--- src/shared/dolc_pkg.sv ---
// constants, register map and carrier types of the diagnostic output and commutation block
package dolc_pkg;
    // register byte offsets
    localparam logic [4:0] DOLC_OFS_DIAG_CFG = 5'h00;
    localparam logic [4:0] DOLC_OFS_MIN_VEL = 5'h04;
    localparam logic [4:0] DOLC_OFS_SAVE_THR = 5'h08;
    localparam logic [4:0] DOLC_OFS_LOAD_CFG = 5'h0C;
    localparam logic [4:0] DOLC_OFS_FLOOR_PER = 5'h10;
    localparam logic [4:0] DOLC_OFS_RAMP_STAT = 5'h14;
    localparam logic [4:0] DOLC_OFS_STATUS = 5'h18;
    // diag_cfg field positions
    localparam int DOLC_CFG_SRC0_LSB = 0;
    localparam int DOLC_CFG_SRC1_LSB = 2;
    localparam int DOLC_CFG_PP0 = 4;
    localparam int DOLC_CFG_PP1 = 5;
    localparam int DOLC_CFG_STOP = 6;
    localparam int DOLC_CFG_VHIGHFS = 7;
    localparam int DOLC_CFG_VHIGHCHM = 8;
    localparam int DOLC_CFG_CHOPPER_OFF_TIME_LSB = 12;
    // load_cfg field positions
    localparam int DOLC_LCFG_SENS_LSB = 16;
    // reset values
    localparam logic [31:0] DOLC_RST_DIAG_CFG = 32'h0000_3000;
    localparam logic [22:0] DOLC_RST_MIN_VEL = 23'h00_0000;
    localparam logic [19:0] DOLC_RST_SAVE_THR = 20'h0_0000;
    localparam logic [9:0] DOLC_RST_REF_WIDTH = 10'h000;
    localparam logic [7:0] DOLC_RST_SENS = 8'h00;
    localparam logic [23:0] DOLC_RST_FLOOR_PER = 24'hFF_FFFF;
    // off time saturation under load-adaptive commutation
    localparam logic [3:0] DOLC_CHOPPER_OFF_TIME_CAP = 4'h8;
    // diagnostic source codes
    typedef enum logic [1:0] {
        DOLC_SRC_STALL = 2'b00,
        DOLC_SRC_INDEX = 2'b01,
        DOLC_SRC_CHOP = 2'b10,
        DOLC_SRC_SKIP = 2'b11
    } dolc_src_t;
    // sampled motor-side inputs
    typedef struct packed {
        logic [8:0] load_measure_value;
        logic [19:0] measured_step_period;
        logic [9:0] microstep_counter;
        logic chop_on_a;
        logic chop_on_b;
        logic voltage_chopper_active;
    } dolc_motor_t;
    // ramp generator side inputs
    typedef struct packed {
        logic [22:0] target_velocity;
        logic pos_compare;
        logic pos_reached;
        logic ramp_irq;
    } dolc_ramp_t;
    // analog measurement settings out
    typedef struct packed {
        logic [9:0] load_ref_pulse_width;
        logic [7:0] commutation_stall_sensitivity;
        logic [3:0] chopper_off_time;
    } dolc_meas_t;
endpackage

--- src/verilog/dolc_top.sv ---
// diagnostic output multiplexer and load-adaptive fullstep commutation control
//
// The implementer's own choices: the register offsets and the Avalon-MM interface to the registers.
`timescale 1ns/10ps
`default_nettype none
module dolc_top
#(
    parameter int FLOOR_W = 24
)
(
    // clock, reset, enable
    input wire logic sys_clk,
    input wire logic reset,
    input wire logic clk_en,
    // avalon-mm slave
    input wire logic [4:0] avs_address,
    input wire logic avs_read,
    input wire logic avs_write,
    input wire logic [31:0] avs_writedata,
    output logic [31:0] avs_readdata,
    output logic avs_waitrequest,
    // motor side
    input wire dolc_pkg::dolc_motor_t motor,
    input wire logic step_dir_select,
    input wire logic commutation_enable_input,
    input wire logic step_request,
    input wire logic motor_step_ready,
    // ramp generator side
    input wire dolc_pkg::dolc_ramp_t ramp,
    output logic [22:0] ramp_current_velocity,
    // commutation outputs
    output logic step_execute,
    output logic fullstep_mode,
    output dolc_pkg::dolc_meas_t meas_cfg,
    // diagnostic pins
    output logic diag_pin_first_out,
    output logic diag_pin_first_oe_n,
    output logic diag_pin_second_out,
    output logic diag_pin_second_oe_n
);
    import dolc_pkg::*;

    ////////////////////////////////////////////////////////////////////////////////
    // registers
    logic [31:0] diag_cfg;
    logic [22:0] min_commutation_velocity;
    logic [19:0] energy_save_velocity_threshold;
    logic [9:0] load_ref_pulse_width;
    logic [7:0] commutation_stall_sensitivity;
    logic [FLOOR_W-1:0] floor_step_period;
    logic pos_reached_event;
    logic stall_stop_event;
    logic ack;
    logic wr_take;
    logic rd_take;
    logic stat_read;

    // status signals
    logic stall;
    logic index_flag;
    logic chop_sel;
    logic chop_state;
    logic skipped_toggle;
    logic commutation_active;
    logic above_min;
    logic [FLOOR_W-1:0] wait_count;
    logic floor_due;
    logic [31:0] next_readdata;

    ////////////////////////////////////////////////////////////////////////////////
    // bus handshake: one wait cycle, then the request is taken
    assign avs_waitrequest = (avs_read | avs_write) & ~ack;
    assign wr_take = avs_write & ack & clk_en;
    assign rd_take = avs_read & ack & clk_en;
    assign stat_read = rd_take & (avs_address == DOLC_OFS_RAMP_STAT);

    always_ff @(posedge sys_clk)
    begin
        if (reset)
            ack <= 1'b0;
        else if (clk_en)
            ack <= (avs_read | avs_write) & ~ack;
    end

    ////////////////////////////////////////////////////////////////////////////////
    // configuration writes
    always_ff @(posedge sys_clk)
    begin
        if (reset)
        begin
            diag_cfg <= DOLC_RST_DIAG_CFG;
            min_commutation_velocity <= DOLC_RST_MIN_VEL;
            energy_save_velocity_threshold <= DOLC_RST_SAVE_THR;
            load_ref_pulse_width <= DOLC_RST_REF_WIDTH;
            commutation_stall_sensitivity <= DOLC_RST_SENS;
            floor_step_period <= FLOOR_W'(DOLC_RST_FLOOR_PER);
        end
        else if (wr_take)
        begin
            if (avs_address == DOLC_OFS_DIAG_CFG)
                diag_cfg <= avs_writedata & 32'h0000_F1FF;
            else if (avs_address == DOLC_OFS_MIN_VEL)
                min_commutation_velocity <= avs_writedata[22:0];
            else if (avs_address == DOLC_OFS_SAVE_THR)
                energy_save_velocity_threshold <= avs_writedata[19:0];
            else if (avs_address == DOLC_OFS_LOAD_CFG)
            begin
                load_ref_pulse_width <= avs_writedata[9:0];
                commutation_stall_sensitivity <= avs_writedata[DOLC_LCFG_SENS_LSB +: 8];
            end
            else if (avs_address == DOLC_OFS_FLOOR_PER)
                floor_step_period <= avs_writedata[FLOOR_W-1:0];
        end
    end

    ////////////////////////////////////////////////////////////////////////////////
    // read data, registered at the wait cycle so it stands at the taking edge
    always_comb
    begin
        next_readdata = 32'h0000_0000;
        if (avs_address == DOLC_OFS_DIAG_CFG)
            next_readdata = diag_cfg;
        else if (avs_address == DOLC_OFS_MIN_VEL)
            next_readdata = {9'h000, min_commutation_velocity};
        else if (avs_address == DOLC_OFS_SAVE_THR)
            next_readdata = {12'h000, energy_save_velocity_threshold};
        else if (avs_address == DOLC_OFS_LOAD_CFG)
            next_readdata = {8'h00, commutation_stall_sensitivity, 6'h00, load_ref_pulse_width};
        else if (avs_address == DOLC_OFS_FLOOR_PER)
            next_readdata = 32'(floor_step_period);
        else if (avs_address == DOLC_OFS_RAMP_STAT)
            next_readdata = {29'h0000_0000, stall, stall_stop_event, pos_reached_event};
        else if (avs_address == DOLC_OFS_STATUS)
            next_readdata = {16'h0000, 2'h0, fullstep_mode, commutation_active,
                skipped_toggle, index_flag, stall, motor.load_measure_value};
    end

    always_ff @(posedge sys_clk)
    begin
        if (reset)
            avs_readdata <= 32'h0000_0000;
        else if (clk_en && avs_read && !ack)
            avs_readdata <= next_readdata;
    end

    ////////////////////////////////////////////////////////////////////////////////
    // ramp status events; set wins over the clear-on-read
    always_ff @(posedge sys_clk)
    begin
        if (reset)
            pos_reached_event <= 1'b1;
        else if (clk_en)
        begin
            if (ramp.pos_reached)
                pos_reached_event <= 1'b1;
            else if (stat_read)
                pos_reached_event <= 1'b0;
        end
    end

    always_ff @(posedge sys_clk)
    begin
        if (reset)
            stall_stop_event <= 1'b0;
        else if (clk_en)
        begin
            if (stall && commutation_active && diag_cfg[DOLC_CFG_STOP])
                stall_stop_event <= 1'b1;
            else if (stat_read)
                stall_stop_event <= 1'b0;
        end
    end

    ////////////////////////////////////////////////////////////////////////////////
    // diagnostic sources
    always_ff @(posedge sys_clk)
    begin
        if (reset)
        begin
            stall <= 1'b0;
            index_flag <= 1'b0;
        end
        else if (clk_en)
        begin
            stall <= (motor.load_measure_value == 9'h000) &&
                (motor.measured_step_period <= energy_save_velocity_threshold);
            // follows the counter, so it spans one microstep however short
            index_flag <= (motor.microstep_counter == 10'h000);
        end
    end

    // the shown coil hands over in each cycle that it is not in its on phase and the voltage chopper is off
    always_ff @(posedge sys_clk)
    begin
        if (reset)
            chop_sel <= 1'b0;
        else if (clk_en && !chop_state && !motor.voltage_chopper_active)
            chop_sel <= ~chop_sel;
    end

    always_comb
    begin
        if (motor.voltage_chopper_active)
            chop_state = 1'b0;
        else if (chop_sel)
            chop_state = motor.chop_on_b;
        else
            chop_state = motor.chop_on_a;
    end

    ////////////////////////////////////////////////////////////////////////////////
    // commutation enable and fullstep switching
    always_comb
    begin
        above_min = (min_commutation_velocity != 23'h00_0000) &&
            (ramp.target_velocity > min_commutation_velocity);
        if (motor.voltage_chopper_active)
            commutation_active = 1'b0;
        else if (step_dir_select)
            commutation_active = commutation_enable_input;
        else
            commutation_active = above_min;
    end

    always_ff @(posedge sys_clk)
    begin
        if (reset)
            fullstep_mode <= 1'b0;
        else if (clk_en)
            fullstep_mode <= commutation_active && diag_cfg[DOLC_CFG_VHIGHFS] &&
                diag_cfg[DOLC_CFG_VHIGHCHM];
    end

    // off time saturates at eight while commutating
    always_ff @(posedge sys_clk)
    begin
        if (reset)
            meas_cfg <= '0;
        else if (clk_en)
        begin
            meas_cfg.load_ref_pulse_width <= load_ref_pulse_width;
            meas_cfg.commutation_stall_sensitivity <= commutation_stall_sensitivity;
            if (commutation_active && diag_cfg[DOLC_CFG_CHOPPER_OFF_TIME_LSB +: 4] > DOLC_CHOPPER_OFF_TIME_CAP)
                meas_cfg.chopper_off_time <= DOLC_CHOPPER_OFF_TIME_CAP;
            else
                meas_cfg.chopper_off_time <= diag_cfg[DOLC_CFG_CHOPPER_OFF_TIME_LSB +: 4];
        end
    end

    ////////////////////////////////////////////////////////////////////////////////
    // step execution: in fullstep with no stall stop pending, a requested step runs only if the motor is ready, the floor period forces one
    assign floor_due = (wait_count >= floor_step_period);

    always_ff @(posedge sys_clk)
    begin
        if (reset)
            step_execute <= 1'b0;
        else if (clk_en)
        begin
            if (!fullstep_mode)
                step_execute <= step_request;
            else if (stall_stop_event)
                step_execute <= 1'b0;
            else if (step_request && motor_step_ready)
                step_execute <= 1'b1;
            else
                step_execute <= floor_due;
        end
    end

    always_ff @(posedge sys_clk)
    begin
        if (reset)
            wait_count <= '0;
        else if (clk_en)
        begin
            if (!fullstep_mode || step_execute)
                wait_count <= '0;
            else if (!floor_due)
                wait_count <= wait_count + FLOOR_W'(1);
        end
    end

    // each request in fullstep that the sequencer cannot take flips the level
    always_ff @(posedge sys_clk)
    begin
        if (reset)
            skipped_toggle <= 1'b0;
        else if (clk_en && fullstep_mode && step_request && !motor_step_ready)
            skipped_toggle <= ~skipped_toggle;
    end

    always_ff @(posedge sys_clk)
    begin
        if (reset)
            ramp_current_velocity <= 23'h00_0000;
        else if (clk_en)
            ramp_current_velocity <= stall_stop_event ? 23'h00_0000 : ramp.target_velocity;
    end

    ////////////////////////////////////////////////////////////////////////////////
    // diagnostic pins; ramp mode uses interrupt and compare
    logic [3:0] src_first;
    logic [3:0] src_second;
    logic irq_level;
    logic [1:0] sel_first;
    logic [1:0] sel_second;

    assign irq_level = pos_reached_event | stall_stop_event | ramp.ramp_irq;
    assign src_first = step_dir_select ?
        {skipped_toggle, chop_state, index_flag, stall} : {4{irq_level}};
    assign src_second = step_dir_select ?
        {skipped_toggle, chop_state, index_flag, stall} : {4{ramp.pos_compare}};
    assign sel_first = diag_cfg[DOLC_CFG_SRC0_LSB +: 2];
    assign sel_second = diag_cfg[DOLC_CFG_SRC1_LSB +: 2];

    dolc_diag_pin u_pin_first
    (
        .sys_clk(sys_clk),
        .reset(reset),
        .clk_en(clk_en),
        .sources(src_first),
        .select(sel_first),
        .push_pull(diag_cfg[DOLC_CFG_PP0]),
        .force_low(reset),
        .pin_out(diag_pin_first_out),
        .pin_oe_n(diag_pin_first_oe_n)
    );

    dolc_diag_pin u_pin_second
    (
        .sys_clk(sys_clk),
        .reset(reset),
        .clk_en(clk_en),
        .sources(src_second),
        .select(sel_second),
        .push_pull(diag_cfg[DOLC_CFG_PP1]),
        .force_low(1'b0),
        .pin_out(diag_pin_second_out),
        .pin_oe_n(diag_pin_second_oe_n)
    );
endmodule // dolc_top
`default_nettype wire

--- src/verilog/dolc_diag_pin.sv ---
// one diagnostic pin: registered source select and drive type
`timescale 1ns/10ps
`default_nettype none
module dolc_diag_pin
(
    // clock and reset
    input wire logic sys_clk,
    input wire logic reset,
    input wire logic clk_en,
    // sources and setup
    input wire logic [3:0] sources,
    input wire logic [1:0] select,
    input wire logic push_pull,
    input wire logic force_low,
    // pin
    output logic pin_out,
    output logic pin_oe_n
);
    import dolc_pkg::*;

    logic active;

    // one flop per pin so a source change never glitches the pad
    always_ff @(posedge sys_clk)
    begin
        if (reset)
            active <= force_low;
        else if (clk_en)
            active <= sources[select];
    end

    // open drain: drive low when active; push-pull: drive high when active
    always_comb
    begin
        if (force_low)
        begin
            pin_out = 1'b0;
            pin_oe_n = 1'b0;
        end
        else if (push_pull)
        begin
            pin_out = active;
            pin_oe_n = 1'b0;
        end
        else
        begin
            pin_out = 1'b0;
            pin_oe_n = ~active;
        end
    end
endmodule // dolc_diag_pin
`default_nettype wire

--- config.mk ---
export PLATFORM = sky130hd
export DESIGN_NAME = dolc_top
export DESIGN_NICKNAME = d
export VERILOG_FILES = /design/src/shared/dolc_pkg.sv /design/src/verilog/dolc_top.sv /design/src/verilog/dolc_diag_pin.sv
export SDC_FILE = /design/constraint.sdc
export NUM_CORES = 1
export LEC_CHECK = 0
export BUFFER_PORTS_ARGS = -buffer_cell sky130_fd_sc_hd__buf_2
export CORE_UTILIZATION = 48
export DETAILED_ROUTE_END_ITERATION = 12
export PLACE_DENSITY = 0.71
export RECOVER_POWER = 100
export SLEW_MARGIN = 5
export SYNTH_ARGS = -nofsm -noshare
export SYNTH_HDL_FRONTEND = slang
export SYNTH_SLANG_ARGS = --single-unit
--- constraint.sdc ---
create_clock -name sys_clk -period 7.41 [get_ports sys_clk]
set_clock_uncertainty 0.1 [all_clocks]
set_input_delay 1.1115 -clock sys_clk [delete_from_list [all_inputs] [get_ports sys_clk]]
set_output_delay 1.1115 -clock sys_clk [all_outputs]
set_load 0.05 [all_outputs]
==> flow_metrics.py <==
metrics = {
    "detailed_routing": {
        "vias_per_cell": 5.94,
        "drc": 0,
        "drt_iter0_drc": 1204,
        "finalWirelength_um": 32700,
        "first_pass_iters": 5,
        "vias": 9906,
        "ant_nets": 0,
        "wire_per_inst_um": 19.6,
    },
    "sta": {
        "grt_setup_unrepaired": "false",
        "finalCritPeriodShare_pct": 64.9,
        "finalHoldViolCount": 0,
        "worst_slew_pin_slew_ns": 3.61,
        "setup_ws_ns": 2.60,
        "slew_viol_final": 175,
        "slew_headroom_pct": -140,
        "final-setup-viol-count": 0,
        "tns_ns": 0,
        "holdWs_ns": 0.356,
        "timing.fmax_mhz": 208,
        "final.min_clock_period_ns": 4.81,
    },
    "grt": {
        "grt_pass1_wl_um": 49400,
        "first_global_vias": 8933,
        "grt_max_degree": 83,
        "grtUsageTotal_pct": 29.1,
        "globalRouteOverflowTotal": 0,
        "antenna_found_initial": 2,
    },
    "worst_setup_path": {
        "worstPathCellList": "buf_4 -> clkbuf_1 -> nor4_1 -> nand3_1 -> nor3b_1 -> a31oi_1 -> o21ai_0",
        "r2r_slack_ns": 3.72,
        "crit_buf_inv": 2,
        "rr_endpoint": "wait_count[10]",
        "cp_top_family": "buffers and inverters",
        "cp-end-kind": "register",
        "r2r-start": "wait_count[0]",
        "worstPathRequired_ns": 7.68,
        "cp_slowest_cell": "clkbuf_1",
        "path_max_fanout": 82,
        "rr_worst_depth": 9,
        "critPathKind": "in -> reg",
        "setup.worst_path.start": "reset",
        "cpPeakStageDelay_ns": 2.58,
        "worstPathArrival_ns": 5.08,
        "cp-start-kind": "input port",
    },
    "clock_network": {
        "ctsHoldBuffers": 0,
        "cts_buffers": 23,
        "path_clk_slew_ns": 0.06,
        "clock_latency_ns": 0.51,
        "max-clock-path-buffers": 3,
        "post_cts_buffers": 0,
        "htreeDepth": 1,
        "clock_sinks": 202,
        "clock-root-buffer": "clkbuf_16",
        "cts_tree": "done",
        "post_cts_resized": 0,
    },
    "die": {
        "die_width_um": 147,
        "core_um2": 20400,
        "dieArea_um2": 21600,
        "initial_core_util_pct": 49.5,
        "dieHeight_um": 147,
        "pin_count": 198,
        "rows": 52,
    },
    "synthesis": {
        "yosysUniqueCellTypes": 64,
        "postSynthCellCount": 1242,
        "ys_seq_elements": 202,
        "yosysSeqAreaShare_pct": 40.0,
        "synth-compound-area-share_pct": 21.0,
        "synth-xor-area-share_pct": 0.173,
        "yosys.area_share.simple_pct": 20.2,
        "synthMuxAreaShare_pct": 3.70,
        "synth_top_family_by_area": "compound AO/OA/AOI/OAI gates",
        "synth_edf_count": 0,
        "synth_top_area_cell": "dfxtp_1",
        "syn_area_per_cell_um2": 8.14,
        "synthTopCellsByArea": "dfxtp_1, ha_1, nand2_1",
        "async_flop_share_pct": 0,
        "synth_top_cell_area_share_pct": 40.0,
        "synth_warnings": 0,
        "synthAdderAreaFrac_pct": 8.41,
        "synth_ff_type": "dfxtp_1",
        "syn_area_um2": 10100,
    },
    "placement": {
        "dp_hpwl_um": 23900,
        "finalWeightedCongestion": 0.916,
        "io_buffers": 181,
        "place_ws_ns": 3.52,
    },
    "run_status": {
        "status": "finished, violations left",
        "violations": "max-capacitance violations, max-slew violations",
    },
    "flow_run": {
        "maxCapViolCount": 5,
    },
    "finish": {
        "area_delta_synth_final_pct": 15.2,
        "fill_cells": 1925,
        "final_layout_size_suffix_gt1_share_pct": 11.2,
        "num-nets-final": 1563,
    },
    "power_and_ir_drop": {
        "finalPower_mw": 2.42,
        "power_density_nw_per_um2": 208,
        "ir_worst_vdd_uv": 139,
        "leakage_nw": 4.63,
    },
    "worst_hold_path": {
        "worstHoldPathType": "reg -> reg",
        "min_from": "energy_save_velocity_threshold[5]",
        "worst_hold_path.num_cells": 2,
        "min_to": "energy_save_velocity_threshold[5]",
    },
}
[cells in the final DEF (no fill, tap or decap), types with 10 or more instances in the layout]
cell type and n:
a211oi_1 13, a21o_1 10, a21oi_1 122, a221oi_1 10
a22o_1 13, a22oi_1 32, and3_1 18, buf_2 101
clkbuf_1 90, clkbuf_16 23, dfxtp_1 202, ha_1 68
inv_1 77, mux2i_1 25, nand2_1 221, nand3_1 22
nand4_1 24, nor2_1 92, nor4_1 21, o211ai_1 27
o21ai_0 32, o31ai_1 12
[logic make-up (layout without fill, tap and decap cells)]
family / count (synthesis) / count (layout)
DFF: 202 / 202
other: 1 / 10
adders and majority gates: 68 / 68
xor gates and xnor gates: 2 / 2
AOI/OAI and AO/OA: 325 / 325
buffers and inverters: 161 / 309
muxes: 34 / 34
and+or+nand+nor: 449 / 449
[worst register-to-register path, delay by kind of cell, from the launching register on]
kind | cells | cell delay, ns
and+or+nand+nor | 3 | 1.66
AOI/OAI and AO/OA | 4 | 1.12
DFF | 1 | 0.38
buffers and inverters | 1 | 0.06
adders and majority gates | 1 | 0.26
[state kept, by name, summed over array words and instances (netlist names), 8 cells and up]
name / count
avs_readdata: 24
floor_step_period: 24
wait_count: 24
min_commutation_velocity: 23
ramp_current_velocity: 23
meas_cfg: 22
energy_save_velocity_threshold: 20
diag_cfg: 13
load_ref_pulse_width: 10
commutation_stall_sensitivity: 8
[per-stage QoR]
step,util [%],cell area [µm²],cells
6_report,57.0,11600,1669
5_1_grt,57.0,11600,1667
3_5_place_dp,54.4,11100,1626
2_1_floorplan,-,10100,1249
4_1_cts,57.8,11800,1667
3_3_place_gp,54.4,11100,1626
[worst max-delay path by stage]
| stage | to | slack, ns | cells after the start |
|---|---|---|---|
| final | stall | 2.60 | 7 |
| after detailed placement | avs_readdata[12] | 3.52 | 9 |
| after global routing | stall | 2.17 | 7 |
| after CTS | diag_pin_first_out | 3.97 | 4 |
| after floorplan | diag_pin_first_oe_n | 3.70 | 3 |
| after global placement | avs_readdata[22] | 3.58 | 8 |
[routing by layer]
metal  vias up  GRT usage (%)  routed length [µm]
li1       4702              -                   -
met1      4632           38.4               13900
met2       495           46.6               14700
met3        77           5.53                2880
met4         0           12.4                1290
met5         -              0                   0
[synth_stat cells, drive strengths merged (2+ instances only)]
master,number
o22ai,6
inv,77
a21boi,2
a222oi,9
nand2b,8
or4,6
a221oi,10
a22o,13
o21a,6
a2111oi,2
a22oi,32
dfxtp,202
buf,21
nor3b,2
a31o,3
or3,7
nor2,92
clkbuf,63
a211oi,13
and4,4
and2,6
nor3,9
o2111ai,2
o21ai,34
mux4,2
o31a,3
nand2,221
a21o,10
a31oi,9
o31ai,13
mux2i,25
ha,68
mux2,7
a21oi,122
nor2b,5
o221ai,2
o211ai,27
nand3,22
nor4,21
and3,18
nand4,24
[power breakdown]
part | internal [mW] | switching, mW | leakage, nW
Sequential | 1.10 | 0.0102 | 1.64
Combinational | 0.0676 | 0.175 | 2.65
Clock | 0.614 | 0.454 | 0.345
Total | 1.78 | 0.639 | 4.63
[cell type report]
cell class | instances | area, µm² | area share, %
clock buffers | 33 | 653 | 5.61
multi-input cells | 886 | 5400 | 46.4
repair buffers | 191 | 866 | 7.43
inverters | 77 | 289 | 2.48
flip-flops and latches | 202 | 4040 | 34.7
well taps | 270 | 338 | 2.90
diodes | 2 | 5.00 | 0.0430
clock inverters | 8 | 51.3 | 0.440
Power figures use the tool's default switching activity.
